## src/include/pcint_pkg.sv

```systemverilog
// Shared constants for the pin change interrupt block
package pcint_pkg;
   localparam int unsigned PCINT_NPINS = 4;
   localparam int unsigned PCINT_AW = 8;
   localparam int unsigned PCINT_DW = 32;
   localparam int unsigned PCINT_NEVT = 2;

   // Register byte addresses
   localparam logic [PCINT_AW-1:0] PCINT_ADDR_RISE = 8'h00;
   localparam logic [PCINT_AW-1:0] PCINT_ADDR_FALL = 8'h04;
   localparam logic [PCINT_AW-1:0] PCINT_ADDR_FLAGS = 8'h08;
   localparam logic [PCINT_AW-1:0] PCINT_ADDR_CTRL = 8'h0C;
   localparam logic [PCINT_AW-1:0] PCINT_ADDR_ISTAT = 8'h10;
   localparam logic [PCINT_AW-1:0] PCINT_ADDR_ICLR = 8'h14;
   localparam logic [PCINT_AW-1:0] PCINT_ADDR_IEN = 8'h18;

   // Field positions in interrupt_control
   localparam int unsigned PCINT_CTRL_MEN_BIT = 3;
   localparam int unsigned PCINT_CTRL_AGG_BIT = 0;

   // Event positions in the status, clear and enable registers
   localparam int unsigned PCINT_EVT_CHANGE = 0;
   localparam int unsigned PCINT_EVT_COLLIDE = 1;

   // Reset values
   localparam logic [PCINT_NPINS-1:0] PCINT_PINS_RST = 4'h0;
   localparam logic [PCINT_NEVT-1:0] PCINT_EVT_RST = 2'h0;
   localparam logic [PCINT_DW-1:0] PCINT_DATA_ZERO = 32'h0000_0000;
   localparam logic [2:0] PCINT_ARM_RST = 3'h0;

   typedef logic [PCINT_NPINS-1:0] pcint_pins_type;
   typedef logic [PCINT_NEVT-1:0] pcint_evt_type;
endpackage
```

## src/design/pcint_edge.sv

```systemverilog
// Pin synchronisers and qualified edge detectors
`timescale 1ns/1ns
module pcint_edge (
   input wire logic i_clk,
   input wire logic i_srst,
   input wire pcint_pkg::pcint_pins_type i_pin,
   input wire pcint_pkg::pcint_pins_type i_rise_en,
   input wire pcint_pkg::pcint_pins_type i_fall_en,
   output pcint_pkg::pcint_pins_type o_rise_hit,
   output pcint_pkg::pcint_pins_type o_fall_hit
);
   import pcint_pkg::*;

   pcint_pins_type sync_a;
   pcint_pins_type sync_b;
   pcint_pins_type prev;
   logic [2:0] arm;

   // Hold off until prev holds a real sample, else a high pin fakes an edge
   always_ff @(posedge i_clk) begin
      if (i_srst) begin
         arm <= PCINT_ARM_RST;
      end else begin
         arm <= {arm[1:0], 1'b1};
      end
   end

   genvar g;
   generate
      for (g = 0; g < PCINT_NPINS; g++) begin : g_pin
         always_ff @(posedge i_clk) begin
            if (i_srst) begin
               sync_a[g] <= 1'b0;
               sync_b[g] <= 1'b0;
               prev[g] <= 1'b0;
            end else begin
               sync_a[g] <= i_pin[g];
               sync_b[g] <= sync_a[g];
               prev[g] <= sync_b[g];
            end
         end
         assign o_rise_hit[g] = arm[2] & i_rise_en[g] & sync_b[g] & ~prev[g];
         assign o_fall_hit[g] = arm[2] & i_fall_en[g] & ~sync_b[g] & prev[g];
      end
   endgenerate
endmodule

```

## src/design/pcint_irq.sv

```systemverilog
// Sticky event status with enable and write-one-to-clear
`timescale 1ns/1ns
module pcint_irq (
   input wire logic i_clk,
   input wire logic i_srst,
   input wire pcint_pkg::pcint_evt_type i_event,
   input wire logic i_clr_wr,
   input wire logic i_en_wr,
   input wire pcint_pkg::pcint_evt_type i_wdata,
   output pcint_pkg::pcint_evt_type o_status,
   output pcint_pkg::pcint_evt_type o_enable,
   output logic o_irq
);
   import pcint_pkg::*;

   pcint_evt_type clr_mask;

   assign clr_mask = i_clr_wr ? i_wdata : PCINT_EVT_RST;

   // Set beats clear in the same cycle
   always_ff @(posedge i_clk) begin
      if (i_srst) begin
         o_status <= PCINT_EVT_RST;
      end else begin
         o_status <= (o_status & ~clr_mask) | i_event;
      end
   end

   always_ff @(posedge i_clk) begin
      if (i_srst) begin
         o_enable <= PCINT_EVT_RST;
      end else if (i_en_wr) begin
         o_enable <= i_wdata;
      end
   end

   assign o_irq = |(o_status & o_enable);
endmodule

```

## src/design/pcint_top.sv

```systemverilog
// Pin change detector with APB registers, interrupt and wake
//
// Register access over APB and the placing of the registers were left to the implementer.
`timescale 1ns/1ns

// What this block does
// - With the master enable set, a flagged edge raises wake, and raises the interrupt when enable bit 0 is also set.
// - An edge seen in Sleep is in the flag register before wake is signalled.
// - Rising enable bits 3..0 turn on rising-edge detection per pin.
// - Falling enable bits 3..0 turn on falling-edge detection per pin.
// - A pin flag sets on an enabled rising or enabled falling edge.
// - A pin flag is set by hardware or by writing one to it, and stays set until written to zero.
// - Writing zero to a pin flag clears it.
// - Bits 7..4 of the enable and flag registers always read as zero.
// - An interrupt from a change also needs the master enable bit.
// - Enables and flags reset to zero on every reset.
// - Detection and flag setting go on with the master enable clear.
// - The aggregate flag is the OR of the four pin flags.
// - An edge during a clearing write leaves its flag set.
module pcint_top (
   input wire logic i_clk,
   input wire logic i_srst,
   input wire logic i_psel,
   input wire logic i_penable,
   input wire logic i_pwrite,
   input wire logic [pcint_pkg::PCINT_AW-1:0] i_paddr,
   input wire logic [pcint_pkg::PCINT_DW-1:0] i_pwdata,
   output logic [pcint_pkg::PCINT_DW-1:0] o_prdata,
   output logic o_pready,
   output logic o_pslverr,
   input wire pcint_pkg::pcint_pins_type i_pin,
   input wire logic i_sleep,
   output logic o_irq,
   output logic o_wake
);
   import pcint_pkg::*;

   function automatic logic pcint_hit(
      input logic [PCINT_AW-1:0] addr,
      input logic [PCINT_AW-1:0] target
   );
      pcint_hit = (addr == target);
   endfunction

   function automatic logic pcint_mapped(input logic [PCINT_AW-1:0] addr);
      pcint_mapped = pcint_hit(addr, PCINT_ADDR_RISE)
         | pcint_hit(addr, PCINT_ADDR_FALL)
         | pcint_hit(addr, PCINT_ADDR_FLAGS)
         | pcint_hit(addr, PCINT_ADDR_CTRL)
         | pcint_hit(addr, PCINT_ADDR_ISTAT)
         | pcint_hit(addr, PCINT_ADDR_ICLR)
         | pcint_hit(addr, PCINT_ADDR_IEN);
   endfunction

   pcint_pins_type rise_en;
   pcint_pins_type fall_en;
   pcint_pins_type flags;
   pcint_pins_type next_flags;
   pcint_pins_type rise_hit;
   pcint_pins_type fall_hit;
   pcint_pins_type hits;
   pcint_pins_type wr_pins;
   pcint_evt_type events;
   pcint_evt_type irq_status;
   pcint_evt_type irq_enable;
   logic master_en;
   logic agg_flag;
   logic setup;
   logic access_wr;
   logic wr_rise;
   logic wr_fall;
   logic wr_flags;
   logic wr_ctrl;
   logic wr_iclr;
   logic wr_ien;
   logic [PCINT_DW-1:0] next_rdata;

   // Bus phases
   assign setup = i_psel & ~i_penable;
   assign o_pready = i_psel & i_penable;
   assign access_wr = o_pready & i_pwrite;
   assign wr_rise = access_wr & pcint_hit(i_paddr, PCINT_ADDR_RISE);
   assign wr_fall = access_wr & pcint_hit(i_paddr, PCINT_ADDR_FALL);
   assign wr_flags = access_wr & pcint_hit(i_paddr, PCINT_ADDR_FLAGS);
   assign wr_ctrl = access_wr & pcint_hit(i_paddr, PCINT_ADDR_CTRL);
   assign wr_iclr = access_wr & pcint_hit(i_paddr, PCINT_ADDR_ICLR);
   assign wr_ien = access_wr & pcint_hit(i_paddr, PCINT_ADDR_IEN);
   assign wr_pins = i_pwdata[PCINT_NPINS-1:0];

   pcint_edge u_edge (
      .i_clk(i_clk),
      .i_srst(i_srst),
      .i_pin(i_pin),
      .i_rise_en(rise_en),
      .i_fall_en(fall_en),
      .o_rise_hit(rise_hit),
      .o_fall_hit(fall_hit)
   );

   assign hits = rise_hit | fall_hit;

   always_ff @(posedge i_clk) begin
      if (i_srst) begin
         rise_en <= PCINT_PINS_RST;
      end else if (wr_rise) begin
         rise_en <= wr_pins;
      end
   end

   always_ff @(posedge i_clk) begin
      if (i_srst) begin
         fall_en <= PCINT_PINS_RST;
      end else if (wr_fall) begin
         fall_en <= wr_pins;
      end
   end

   always_ff @(posedge i_clk) begin
      if (i_srst) begin
         master_en <= 1'b0;
      end else if (wr_ctrl) begin
         master_en <= i_pwdata[PCINT_CTRL_MEN_BIT];
      end
   end

   always_comb begin
      next_flags = flags | hits;
      if (wr_flags) begin
         next_flags = wr_pins | hits;
      end
   end

   // sticky, master enable not consulted, reset
   always_ff @(posedge i_clk) begin
      if (i_srst) begin
         flags <= PCINT_PINS_RST;
      end else begin
         flags <= next_flags;
      end
   end

   assign agg_flag = |flags;

   assign events[PCINT_EVT_CHANGE] = master_en & (|hits);
   // edge that a clearing write would have lost
   assign events[PCINT_EVT_COLLIDE] = wr_flags & (|(hits & ~wr_pins));

   pcint_irq u_irq (
      .i_clk(i_clk),
      .i_srst(i_srst),
      .i_event(events),
      .i_clr_wr(wr_iclr),
      .i_en_wr(wr_ien),
      .i_wdata(i_pwdata[PCINT_NEVT-1:0]),
      .o_status(irq_status),
      .o_enable(irq_enable),
      .o_irq(o_irq)
   );

   // wake follows flags, flag already stored when it rises
   assign o_wake = master_en & agg_flag;

   always_comb begin
      next_rdata = PCINT_DATA_ZERO;
      if (pcint_hit(i_paddr, PCINT_ADDR_RISE)) begin
         next_rdata[PCINT_NPINS-1:0] = rise_en;
      end
      if (pcint_hit(i_paddr, PCINT_ADDR_FALL)) begin
         next_rdata[PCINT_NPINS-1:0] = fall_en;
      end
      if (pcint_hit(i_paddr, PCINT_ADDR_FLAGS)) begin
         next_rdata[PCINT_NPINS-1:0] = flags;
      end
      if (pcint_hit(i_paddr, PCINT_ADDR_CTRL)) begin
         next_rdata[PCINT_CTRL_MEN_BIT] = master_en;
         next_rdata[PCINT_CTRL_AGG_BIT] = agg_flag;
      end
      if (pcint_hit(i_paddr, PCINT_ADDR_ISTAT)) begin
         next_rdata[PCINT_NEVT-1:0] = irq_status;
      end
      if (pcint_hit(i_paddr, PCINT_ADDR_IEN)) begin
         next_rdata[PCINT_NEVT-1:0] = irq_enable;
      end
   end

   // Read data captured in setup so it comes from a flop
   always_ff @(posedge i_clk) begin
      if (i_srst) begin
         o_prdata <= PCINT_DATA_ZERO;
      end else if (setup) begin
         o_prdata <= i_pwrite ? PCINT_DATA_ZERO : next_rdata;
      end
   end

   // Unmapped address answers with an error, no stall
   always_ff @(posedge i_clk) begin
      if (i_srst) begin
         o_pslverr <= 1'b0;
      end else if (setup) begin
         o_pslverr <= ~pcint_mapped(i_paddr);
      end
   end

   property p_edge_sets_flag;
      @(posedge i_clk) disable iff (i_srst)
      (|hits) |=> ((flags & $past(hits)) == $past(hits));
   endproperty
   a_edge_sets_flag: assert property (p_edge_sets_flag)
      else $error("enabled edge did not set its flag");

   property p_flag_sticky;
      @(posedge i_clk) disable iff (i_srst)
      !wr_flags |=> ((flags & $past(flags)) == $past(flags));
   endproperty
   a_flag_sticky: assert property (p_flag_sticky)
      else $error("pin flag dropped without a write");

   property p_flag_clear;
      @(posedge i_clk) disable iff (i_srst)
      (wr_flags && hits == PCINT_PINS_RST) |=> (flags == $past(wr_pins));
   endproperty
   a_flag_clear: assert property (p_flag_clear)
      else $error("flag write not stored");

   property p_clear_collide;
      @(posedge i_clk) disable iff (i_srst)
      wr_flags |=> ((flags & $past(hits)) == $past(hits));
   endproperty
   a_clear_collide: assert property (p_clear_collide)
      else $error("edge lost during flag clear");

   property p_upper_zero;
      @(posedge i_clk) disable iff (i_srst)
      (setup && !i_pwrite && (pcint_hit(i_paddr, PCINT_ADDR_RISE)
         || pcint_hit(i_paddr, PCINT_ADDR_FALL)
         || pcint_hit(i_paddr, PCINT_ADDR_FLAGS)))
      |=> (o_prdata[PCINT_DW-1:PCINT_NPINS] == '0);
   endproperty
   a_upper_zero: assert property (p_upper_zero)
      else $error("unimplemented bits read nonzero");

   property p_agg_read;
      @(posedge i_clk) disable iff (i_srst)
      (setup && !i_pwrite && pcint_hit(i_paddr, PCINT_ADDR_CTRL))
      |=> (o_prdata[PCINT_CTRL_AGG_BIT] == $past(|flags));
   endproperty
   a_agg_read: assert property (p_agg_read)
      else $error("aggregate flag differs from OR of flags");

   property p_detect_no_master;
      @(posedge i_clk) disable iff (i_srst)
      (!master_en && |hits) |=> (|flags);
   endproperty
   a_detect_no_master: assert property (p_detect_no_master)
      else $error("detection stopped with master enable clear");

   property p_wake;
      @(posedge i_clk) disable iff (i_srst)
      o_wake == (master_en && (|flags));
   endproperty
   a_wake: assert property (p_wake)
      else $error("wake does not follow flags and master enable");

   property p_change_needs_master;
      @(posedge i_clk) disable iff (i_srst)
      $rose(irq_status[PCINT_EVT_CHANGE]) |-> $past(master_en);
   endproperty
   a_change_needs_master: assert property (p_change_needs_master)
      else $error("change status set without master enable");

   property p_sleep_flag_first;
      @(posedge i_clk) disable iff (i_srst)
      (i_sleep && $rose(o_wake)) |-> ($past(|hits) && (|flags));
   endproperty
   a_sleep_flag_first: assert property (p_sleep_flag_first)
      else $error("wake raised before flag stored");

   property p_reset_zero;
      @(posedge i_clk) disable iff (i_srst)
      $past(i_srst) |-> (flags == PCINT_PINS_RST
         && rise_en == PCINT_PINS_RST && fall_en == PCINT_PINS_RST);
   endproperty
   a_reset_zero: assert property (p_reset_zero)
      else $error("enables or flags not zero after reset");

   property p_rise_write;
      @(posedge i_clk) disable iff (i_srst)
      wr_rise |=> (rise_en == $past(wr_pins))
         ##1 (rise_en == $past(wr_pins, 2));
   endproperty
   a_rise_write: assert property (p_rise_write)
      else $error("rising enable not held after write");

   property p_fall_write;
      @(posedge i_clk) disable iff (i_srst)
      (wr_fall && !$past(wr_fall)) |=> (fall_en == $past(wr_pins));
   endproperty
   a_fall_write: assert property (p_fall_write)
      else $error("falling enable not stored");

   property p_no_enable_no_flag;
      @(posedge i_clk) disable iff (i_srst)
      (rise_en == PCINT_PINS_RST && fall_en == PCINT_PINS_RST)
      |-> (hits == PCINT_PINS_RST);
   endproperty
   a_no_enable_no_flag: assert property (p_no_enable_no_flag)
      else $error("edge reported with all enables clear");
endmodule

```

## config.mk

```make
export PLATFORM = sky130hd
export DESIGN_NAME = pcint_top
export DESIGN_NICKNAME = d
export VERILOG_FILES = /design/src/include/pcint_pkg.sv /design/src/design/pcint_edge.sv /design/src/design/pcint_irq.sv /design/src/design/pcint_top.sv
export SDC_FILE = /design/constraint.sdc
export NUM_CORES = 1
export LEC_CHECK = 0
export ABC_AREA = 0
export BUFFER_PORTS_ARGS = -buffer_cell sky130_fd_sc_hd__buf_2
export CAP_MARGIN = 30
export CORE_MARGIN = 1
export CORE_UTILIZATION = 50
export CTS_BUF_LIST = sky130_fd_sc_hd__clkbuf_16
export CTS_CLUSTER_SIZE = 25
export DETAILED_ROUTE_END_ITERATION = 10
export GPL_ROUTABILITY_DRIVEN = 0
export PLACE_DENSITY = 0.83
export SETUP_SLACK_MARGIN = 0.15
export SYNTH_ARGS = -nofsm -noshare
export SYNTH_HDL_FRONTEND = slang
export SYNTH_SLANG_ARGS = --single-unit
```

## constraint.sdc

```tcl
create_clock -name i_clk -period 3.1 [get_ports i_clk]
set_input_delay 0.31 -clock i_clk [delete_from_list [all_inputs] [get_ports i_clk]]
set_output_delay 0.31 -clock i_clk [all_outputs]
set_load 0.1 [all_outputs]
```

==> results of run 1 <==
## cells in the mapped netlist, types with 2 or more instances
| cell | number | area share (%) |
|---|---|---|
| and3_1 | 2 | 0.67 |
| mux2i_1 | 13 | 7.0 |
| dfxtp_1 | 37 | 40 |
| nor3_1 | 5 | 1.3 |
| clkbuf_1 | 7 | 1.4 |
| nand4b_1 | 5 | 2.3 |
| a21oi_1 | 10 | 2.7 |
| nor2_1 | 17 | 3.4 |
| buf_4 | 28 | 11 |
| inv_1 | 3 | 0.60 |
| nor2b_1 | 15 | 5.0 |
| a211oi_1 | 4 | 1.6 |
| o31ai_1 | 4 | 1.6 |
| nand2_1 | 9 | 1.8 |
| o21ai_0 | 3 | 0.80 |
| nand3b_1 | 5 | 2.0 |
| and2_1 | 4 | 1.3 |
| nand4_1 | 6 | 2.0 |
| nor4b_2 | 2 | 1.6 |
| nand3_1 | 4 | 1.1 |
| a31oi_1 | 3 | 1.0 |
## worst paths after layout
path | from | end | slack [ns] | depth (start not counted)
setup / recovery | flags[2] | o_wake | 1.43 | 2
hold / removal | i_pin[2] | u_edge.sync_a[2] | 0.23 | 2
setup reg to reg | master_en | o_prdata[3] | 1.57 | 3
hold reg to reg | u_edge.sync_a[1] | u_edge.sync_b[1] | 0.43 | 1
## where the power goes
part           switching [µW]  total, µW  internal, µW  leakage [µW]
Combinational             198        224          26.2      0.000516
Clock                     197        496           299     0.0000702
Sequential               3.68        488           485      0.000301
Total                     399       1210           810      0.000887
## critical path: stages (launching register included)
cell,delay [ns]
dfxtp_1,0.34
o41a_1,0.43
buf_2,0.30
## state kept, by name, summed over array words and instances (netlist names)
name and count:
u_edge.prev 4, u_irq.o_enable 2, u_edge.arm 3, u_edge.sync_a 4, rise_en 4, fall_en 4, u_irq.o_status 2, o_prdata 4
flags 4, master_en 1, o_pslverr 1, u_edge.sync_b 4
## metrics by stage
step           total power, µW  worst slack [ns]  util (%)  hold slack (ns)  std cells
4_1_cts                   1220              1.43      59.8            0.229        280
5_1_grt                   1250              1.40      59.8            0.233        280
3_3_place_gp               720              1.38      55.6            0.416        272
3_5_place_dp               721              1.37      55.6            0.424        272
2_1_floorplan              718              1.60         -            0.414        234
6_report                  1210              1.43      59.8            0.234        280
## logic make-up (layout without fill, tap and decap cells)
group	Yosys count	in the layout
simple gates	81	81
buf+inv	40	40
flops	37	37
compound gates	34	34
mux	14	14
other cells	1	28
## per-layer routing
metal / GRT usage [%] / wire length [µm]
met2: 28.0 / 1610
met5: 0 / 0
met3: 7.07 / 269
met1: 25.9 / 1700
met4: 8.81 / 63
## final cells by class
type	instances	area, µm²
Clock inverter	3	21.3
Sequential cell	37	741
Fill cell	344	1390
Inverter	4	15.0
Clock buffer	5	125
Multi-Input combinational cell	157	976
Tap cell	46	57.6
Timing Repair Buffer	28	140
==> reports/qor.yml, run 1 <==
status: "finished, final reports clean"
dp_hpwl_um: 2640
drtIter0Drc: 163
io_pins: 86
synth_top_flop_cell: "dfxtp_1"
critPathKind: "register to output pin"
critical_path_required_ns: 2.79
synthSimpleGateAreaFrac_pct: 26.3
fin_nets: 283
start_util_pct: 54.0
synth_compound_area_share_pct: 12.1
grt_pass1_vias: 1249
rows: 21
tightest_slew_ns: 0.591
synth.area.mux_share_pct: 8.16
tritoncts: "yes"
drc: 0
final_common_cell: "dfxtp_1"
die-height_um: 63.2
firstDrtPassIters: 4
numCtsBuffers: 5
grt_max_degree: 35
period_needed_ns: 1.67
syn_area_mm2: 0.00187
placed_cell_area_mm2: 0.00193
wire_per_inst_um: 13.0
clock_latency_ns: 0.28
cts_resized: 0
rsz0062_at_grt: "no"
postRouteAntennaNets: 0
num_vias: 1479
drt-total-wl_um: 3640
critPathCaptureType: "output pin"
grt_pass1_wl_um: 5940
die_area_mm2: 0.00399
synth_edf_count: 0
overflow: 0
start_kind: "register"
drv_slew: 0
p_leak_uw: 0.000887
cts_setup_buffers: 0
ctsHoldBuffers: 0
max-vdd-ir-drop_mv: 0.506
area_delta_synth_final_pct: 10.9
skew_ns: 0.00447
finalHoldViolCount: 0
cts_max_level: 2
antenna_found_initial: 0
max_freq_mhz: 600
synth.distinct_cells: 42
synth_top_family_by_area: "simple AND/OR/NAND/NOR gates"
ys_seq_area_share_pct: 39.6
antenna_cells: 0
power_per_cell_area_mw_per_mm2: 582
worst_hold_path_type: "primary input to register"
cp_max_fo: 4
track_usage_pct: 19.5
yosys_warnings: 0
postSynthCellCount: 207
ys_ff_latch: 37
avgSynthCellArea_um2: 9.04
synth-async-reset-ratio_pct: 0
clockRootBuffer: "clkbuf_16"
tns_ns: 0
vias_per_cell: 5.28
path_clk_slew_ns: 0.06
max_cap_violations: 0
min_period_over_period_pct: 53.7
clk_path_buf_depth: 2
layout_common_cells: "37 x dfxtp_1, 28 x conb_1, 28 x buf_2"
die_x_um: 63.2
port_buffers: 28
cts.sinks: 37
relSlewSlack_pct: 60.6
synth_xor_area_share_pct: 0
synthAdderAreaFrac_pct: 0
arrival_ns: 1.36
coreArea_mm2: 0.00347
fin_area_mm2: 0.00208
setup_violations: 0
drive_gt1_share_pct: 17.9
No activity file was read; power rests on OpenSTA's default activity.
==> run 2: changes to the inputs <==
Settings changed: CORE_UTILIZATION 50 to 46, PLACE_DENSITY 0.83 to 0.77.
Clock period 3.1 ns to 1.7 ns, I/O delays scaled along.
==> reports/qor.yml, run 2 (synthesized netlist as in run 1, its figures left out) <==
status: "finished, final reports clean"
cp_slowest_cell: "o41a_1"
clockRootBuffer: "clkbuf_16"
rsz0062_at_grt: "no"
clock_latency_ns: 0.28  # about the same
antenna_cells: 0  # unchanged
die-height_um: 65.8  # +4.1%
placed_cell_area_mm2: 0.00197  # +2.1%
max-vdd-ir-drop_mv: 0.773  # +53%
die_x_um: 65.8  # +4.1%
setup_violations: 0  # unchanged
grt_pass1_vias: 1351  # +8.2%
numCtsBuffers: 5  # unchanged
layout_common_cells: "36 x dfxtp_1, 28 x conb_1, 28 x buf_2"
cp_top_family: "compound AO/OA/AOI/OAI gates"
fin_total_pwr_uw: 2340  # +94%
skew_ns: 0.00198  # -0.00249 ns
dp_slack_ns: 0.140  # -1.24 ns
p_leak_uw: 0.000933  # +5.2%
holdPathStages: 2  # unchanged
arrival_ns: 1.35  # about the same
start_kind: "register"
period_needed_ns: 1.52
drv_slew: 0  # unchanged
r2r_start: "master_en"
clk_path_buf_depth: 2  # unchanged
antenna_found_initial: 0  # unchanged
grt_max_degree: 18  # -49%
drt-total-wl_um: 3820  # +5.0%
firstDrtPassIters: 4  # unchanged
drive_gt1_share_pct: 20.0  # +2.1 points
overflow: 0  # unchanged
tns_ns: 0  # unchanged
start_util_pct: 49.6  # -4.3 points
crit_path_start: "flags[2]"
drc: 0  # unchanged
worst_hold_path_type: "primary input to register"
die_area_mm2: 0.00433  # +8.4%
wire_per_inst_um: 13.3  # +2.1%
r2r_cells: 3  # unchanged
fin_nets: 289  # +2.1%
crit_buf_inv: 1  # unchanged
final_common_cell: "dfxtp_1"
cts_max_level: 2  # unchanged
cp-endpoint: "o_wake"
critPathCaptureType: "output pin"
slowest_delay_ns: 0.43  # about the same
postRouteAntennaNets: 0  # unchanged
power_per_cell_area_mw_per_mm2: 1090  # +88%
cts.sinks: 37  # unchanged
min_period_over_period_pct: 89.3
port_buffers: 28  # unchanged
path_clk_slew_ns: 0.05  # about the same
max_cap_violations: 0  # unchanged
critical_path_required_ns: 1.53  # -1.26 ns
critPathKind: "register to output pin"
path_depth: 2  # unchanged
r2r_slack_ns: 0.20  # -1.37 ns
finalHoldViolCount: 0  # unchanged
coreArea_mm2: 0.00377  # +8.7%
cp_max_fo: 4  # unchanged
dp_hpwl_um: 2930  # +11%
hold_slack_ns: 0.0976  # -0.137 ns
fin_ws_ns: 0.182  # -1.25 ns
track_usage_pct: 19.8  # +0.30 points
fin_area_mm2: 0.00215  # +3.4%
grt_pass1_wl_um: 6350  # +7.0%
path_cells: "o41a_1 -> buf_2"
io_pins: 86  # unchanged
rows: 22  # +4.8%
timing.rr.end: "o_prdata[3]"
tritoncts: "yes"
num_vias: 1530  # +3.4%
drtIter0Drc: 179  # +9.8%
area_delta_synth_final_pct: 14.6
max_freq_mhz: 659
vias_per_cell: 5.31  # +0.57%
run 2: cell types whose count changed in the layout (fill, tap and decap cells not counted), sizes merged:
cell,delta
clkinvlp,-1
bufinv,+1
buf,+6
run 2: layout make-up:
cell class,instances,area [µm²]
clock buffers,5,125
clock inverters,3,42.5
fillers,360,1630
inverters,4,15.0
multi-input cells,157,976
flip-flops and latches,37,742
well taps,48,60.1
repair buffers,34,185
run 2: worst min-delay path by stage:
stage / from / endpoint / slack (ns)
3_5_place_dp: i_pin[1] / u_edge.sync_a[1] / 0.39
5_1_grt: i_pin[0] / u_edge.sync_a[0] / 0.1
6_report: i_pin[1] / u_edge.sync_a[1] / 0.1
2_1_floorplan: i_pin[0] / u_edge.sync_a[0] / 0.30
4_1_cts: i_pin[1] / u_edge.sync_a[1] / 0.09
3_3_place_gp: i_pin[1] / u_edge.sync_a[1] / 0.38
run 2: report_power, final:
group          switching (µW)  total, µW  internal, µW  leakage, µW
sequential               6.91        891           884     0.000302
clock                     347       1030           688    0.0000852
combinational             362        416          54.3     0.000546
total                     716       2340          1630     0.000933
run 2: per-layer routing:
| layer | part of all wire (%) | GRT usage (%) | routed length (µm) |
|---|---|---|---|
| met3 | 7.1 | 5.86 | 272 |
| met1 | 46 | 25.9 | 1740 |
| met4 | 1.1 | 6.52 | 42 |
| met2 | 46 | 30.9 | 1770 |
| met5 | 0 | 0 | 0 |
run 2: through the flow:
| stage | std cells | util, % |
|---|---|---|
| 3_5_place_dp | 279 | 52.2 |
| 4_1_cts | 287 | 56.7 |
| 2_1_floorplan | 234 | - |
| 3_3_place_gp | 279 | 52.2 |
| 5_1_grt | 288 | 56.9 |
| 6_report | 288 | 56.9 |
run 2: what timing repair did:
action	CTS	global route
endpoints found under the hold margin	0	0
setup endpoints to repair	0	1
resized for setup	0	1
setup buffers	0	1
hold buffers	0	0
==> run 3: changes to the inputs <==
Settings changed: CORE_UTILIZATION 46 to 47, CTS_BUF_LIST sky130_fd_sc_hd__clkbuf_16 to sky130_fd_sc_hd__clkbuf_8 sky130_fd_sc_hd__clkbuf_16, PLACE_DENSITY 0.77 to 0.78, SYNTH_HIERARCHICAL set to 1.
==> reports/qor.yml, run 3 <==
ys_seq_area_share_pct: 39.1  # -0.47 points
synthAdderAreaFrac_pct: 0  # unchanged
die-height_um: 65.5  # -0.46%
num_vias: 1444  # -5.6%
ys_ff_latch: 37  # unchanged
max_cap_violations: 0  # unchanged
switching_share_pct: 33.3  # +2.7 points
yosysTopAreaCellShare_pct: 39.1  # -0.47 points
critPathCaptureType: "output pin"
die_area_mm2: 0.00429  # -0.92%
cp_slowest_cell: "dfxtp_1"
rows: 22  # unchanged
synth.top_cells.by_area: "dfxtp_1 39%, buf_4 11%, mux2i_1 7.9%"
cp_max_fo: 3  # -1
synth_edf_count: 0  # unchanged
finalHoldViolCount: 0  # unchanged
period_needed_ns: 1.42  # -0.101 ns
firstDrtPassIters: 4  # unchanged
synth_top_flop_cell: "dfxtp_1"
track_usage_pct: 18.8  # -1.0 points
antenna_cells: 0  # unchanged
max-vdd-ir-drop_mv: 0.655  # -15%
drive_gt1_share_pct: 26.5  # +6.5 points
nFillCells: 371  # +3.1%
synth-async-reset-ratio_pct: 0  # unchanged
synth_xor_area_share_pct: 0  # unchanged
arrival_ns: 1.25  # -0.10 ns
clk_path_buf_depth: 2  # unchanged
wire_per_inst_um: 12.6  # -5.0%
cts.sinks: 37  # unchanged
drtIter0Drc: 78  # -56%
min_period_over_period_pct: 83.3  # -6.0 points
dp_hpwl_um: 2680  # -8.3%
cts_max_level: 2  # unchanged
synthSimpleGateAreaFrac_pct: 27.0  # +0.74 points
clock_latency_ns: 0.29  # about the same
synth.area.mux_share_pct: 9.71  # +1.6 points
switchingPower_uw: 683  # -4.5%
path_cells: "nor4_4 -> nor2_2 -> buf_4"
cts_setup_buffers: 0  # unchanged
yosys_warnings: 6  # +6
final_common_cell: "dfxtp_1"
tritoncts: "yes"
start_kind: "register"
power_per_cell_area_mw_per_mm2: 964  # -12%
drt-total-wl_um: 3610  # -5.6%
port_buffers: 28  # unchanged
layout_common_cells: "35 x dfxtp_1, 28 x conb_1, 27 x buf_2"
status: "finished, final reports clean"
antenna_found_initial: 0  # unchanged
critPathKind: "register to output pin"
drv_slew: 0  # unchanged
setup_violations: 0  # unchanged
skew_ns: 0.00212  # +0.000143 ns
clockRootBuffer: "clkbuf_8"
internal_power_uw: 1370  # -16%
crit_buf_inv: 1  # unchanged
critical_path_required_ns: 1.53  # about the same
grt_max_degree: 26  # +8
cp_top_family: "simple AND/OR/NAND/NOR gates"
syn_area_mm2: 0.00189  # +1.2%
worst_hold_path_type: "primary input to register"
avgSynthCellArea_um2: 9.29  # +2.7%
p_clk_share_pct: 36.6  # -7.6 points
yosysTopAreaCell: "dfxtp_1"
grt_pass1_vias: 1295  # -4.1%
numCtsBuffers: 5  # unchanged
postSynthCellCount: 204  # -1.4%
die_x_um: 65.5  # -0.46%
rsz0062_at_grt: "no"
fin_nets: 287  # -0.69%
synth_commonest_cells: "37 x dfxtp_1, 29 x buf_4, 25 x nor2_1"
synth.distinct_cells: 45  # +7.1%
start_util_pct: 50.2  # +0.60 points
synth_top_family_by_area: "simple AND/OR/NAND/NOR gates"
overflow: 0  # unchanged
synth_compound_area_share_pct: 9.38  # -2.7 points
coreArea_mm2: 0.00377  # unchanged
pwr-share-seq_pct: 43.3  # +5.3 points
postRouteAntennaNets: 0  # unchanged
tns_ns: 0  # unchanged
fin_total_pwr_uw: 2050  # -12%
p_leak_uw: 0.000981  # +5.1%
vias_per_cell: 5.05  # -5.0%
grt_pass1_wl_um: 5910  # -6.9%
io_pins: 86  # unchanged
area_delta_synth_final_pct: 12.5
path_clk_slew_ns: 0.07  # +0.02 ns
slowest_delay_ns: 0.35  # -0.08 ns
combPwrFrac_pct: 20.1  # +2.3 points
yosys.cell_count.top_type: "dfxtp_1"
drc: 0  # unchanged
max_freq_mhz: 706  # +7.1%
==> run 3: cell type report <==
class | count | area [µm²] | share of cell area (%)
repair buffers | 33 | 180 | 8.46
flip-flops and latches | 37 | 746 | 35.0
clock buffers | 5 | 68.8 | 3.23
multi-input cells | 152 | 1000 | 47.1
well taps | 48 | 60.1 | 2.82
clock inverters | 3 | 42.5 | 2.00
inverters | 8 | 30.0 | 1.41
==> run 3: worst paths after layout <==
path | startpoint | endpoint | slack, ns | cells after the start
setup / recovery | flags[2] | o_wake | 0.28 | 3
hold / removal | i_pin[2] | u_edge/sync_a[2] | 0.09 | 2
setup reg to reg | u_edge/arm[2] | u_irq/o_status[0] | 0.29 | 5
hold reg to reg | u_edge/sync_a[3] | u_edge/sync_b[3] | 0.44 | 1
==> run 3: what timing repair did <==
item                                   CTS  global route
pin swaps                                0             4
setup endpoints to repair                1             3
hold buffers                             0             0
gates resized for setup                  1             7
endpoints found under the hold margin    0             0
==> run 3: metrics by stage <==
step / instances / hold WS [ns] / util [%] / area [µm²] / setup slack [ns]
5_1_grt: 286 / 0.0577 / 56.5 / 2130 / 0.123
2_1_floorplan: 231 / 0.242 / - / 2000 / 0.321
3_3_place_gp: 278 / 0.378 / 52.8 / 1990 / 0.202
6_report: 286 / 0.0852 / 56.5 / 2130 / 0.283
4_1_cts: 286 / 0.0761 / 55.9 / 2110 / 0.192
3_5_place_dp: 278 / 0.386 / 52.8 / 1990 / 0.201
==> run 3: kinds of logic after synthesis <==
kind of cell,count (synthesis)
other cells,1
buf+inv,42
simple gates,81
flops,37
mux,17
compound gates,26
==> run 3: metal layers <==
layer / vias to the layer above / GRT usage, % / wire length (µm)
met2: 55 / 30.0 / 1660
met3: 7 / 6.77 / 251
met5: - / 0 / 0
li1: 731 / - / -
met1: 651 / 22.8 / 1640
met4: 0 / 7.34 / 56
==> run 3: power groups by stage <==
stage                     registers (µW)  logic (µW)  clock network [µW]
after detailed placement             910         410                   0
after global placement               908         409                   0
after CTS                            889         411                 772
after floorplan                      919         396                   0
after global routing                 891         428                 836
final                                888         412                 752
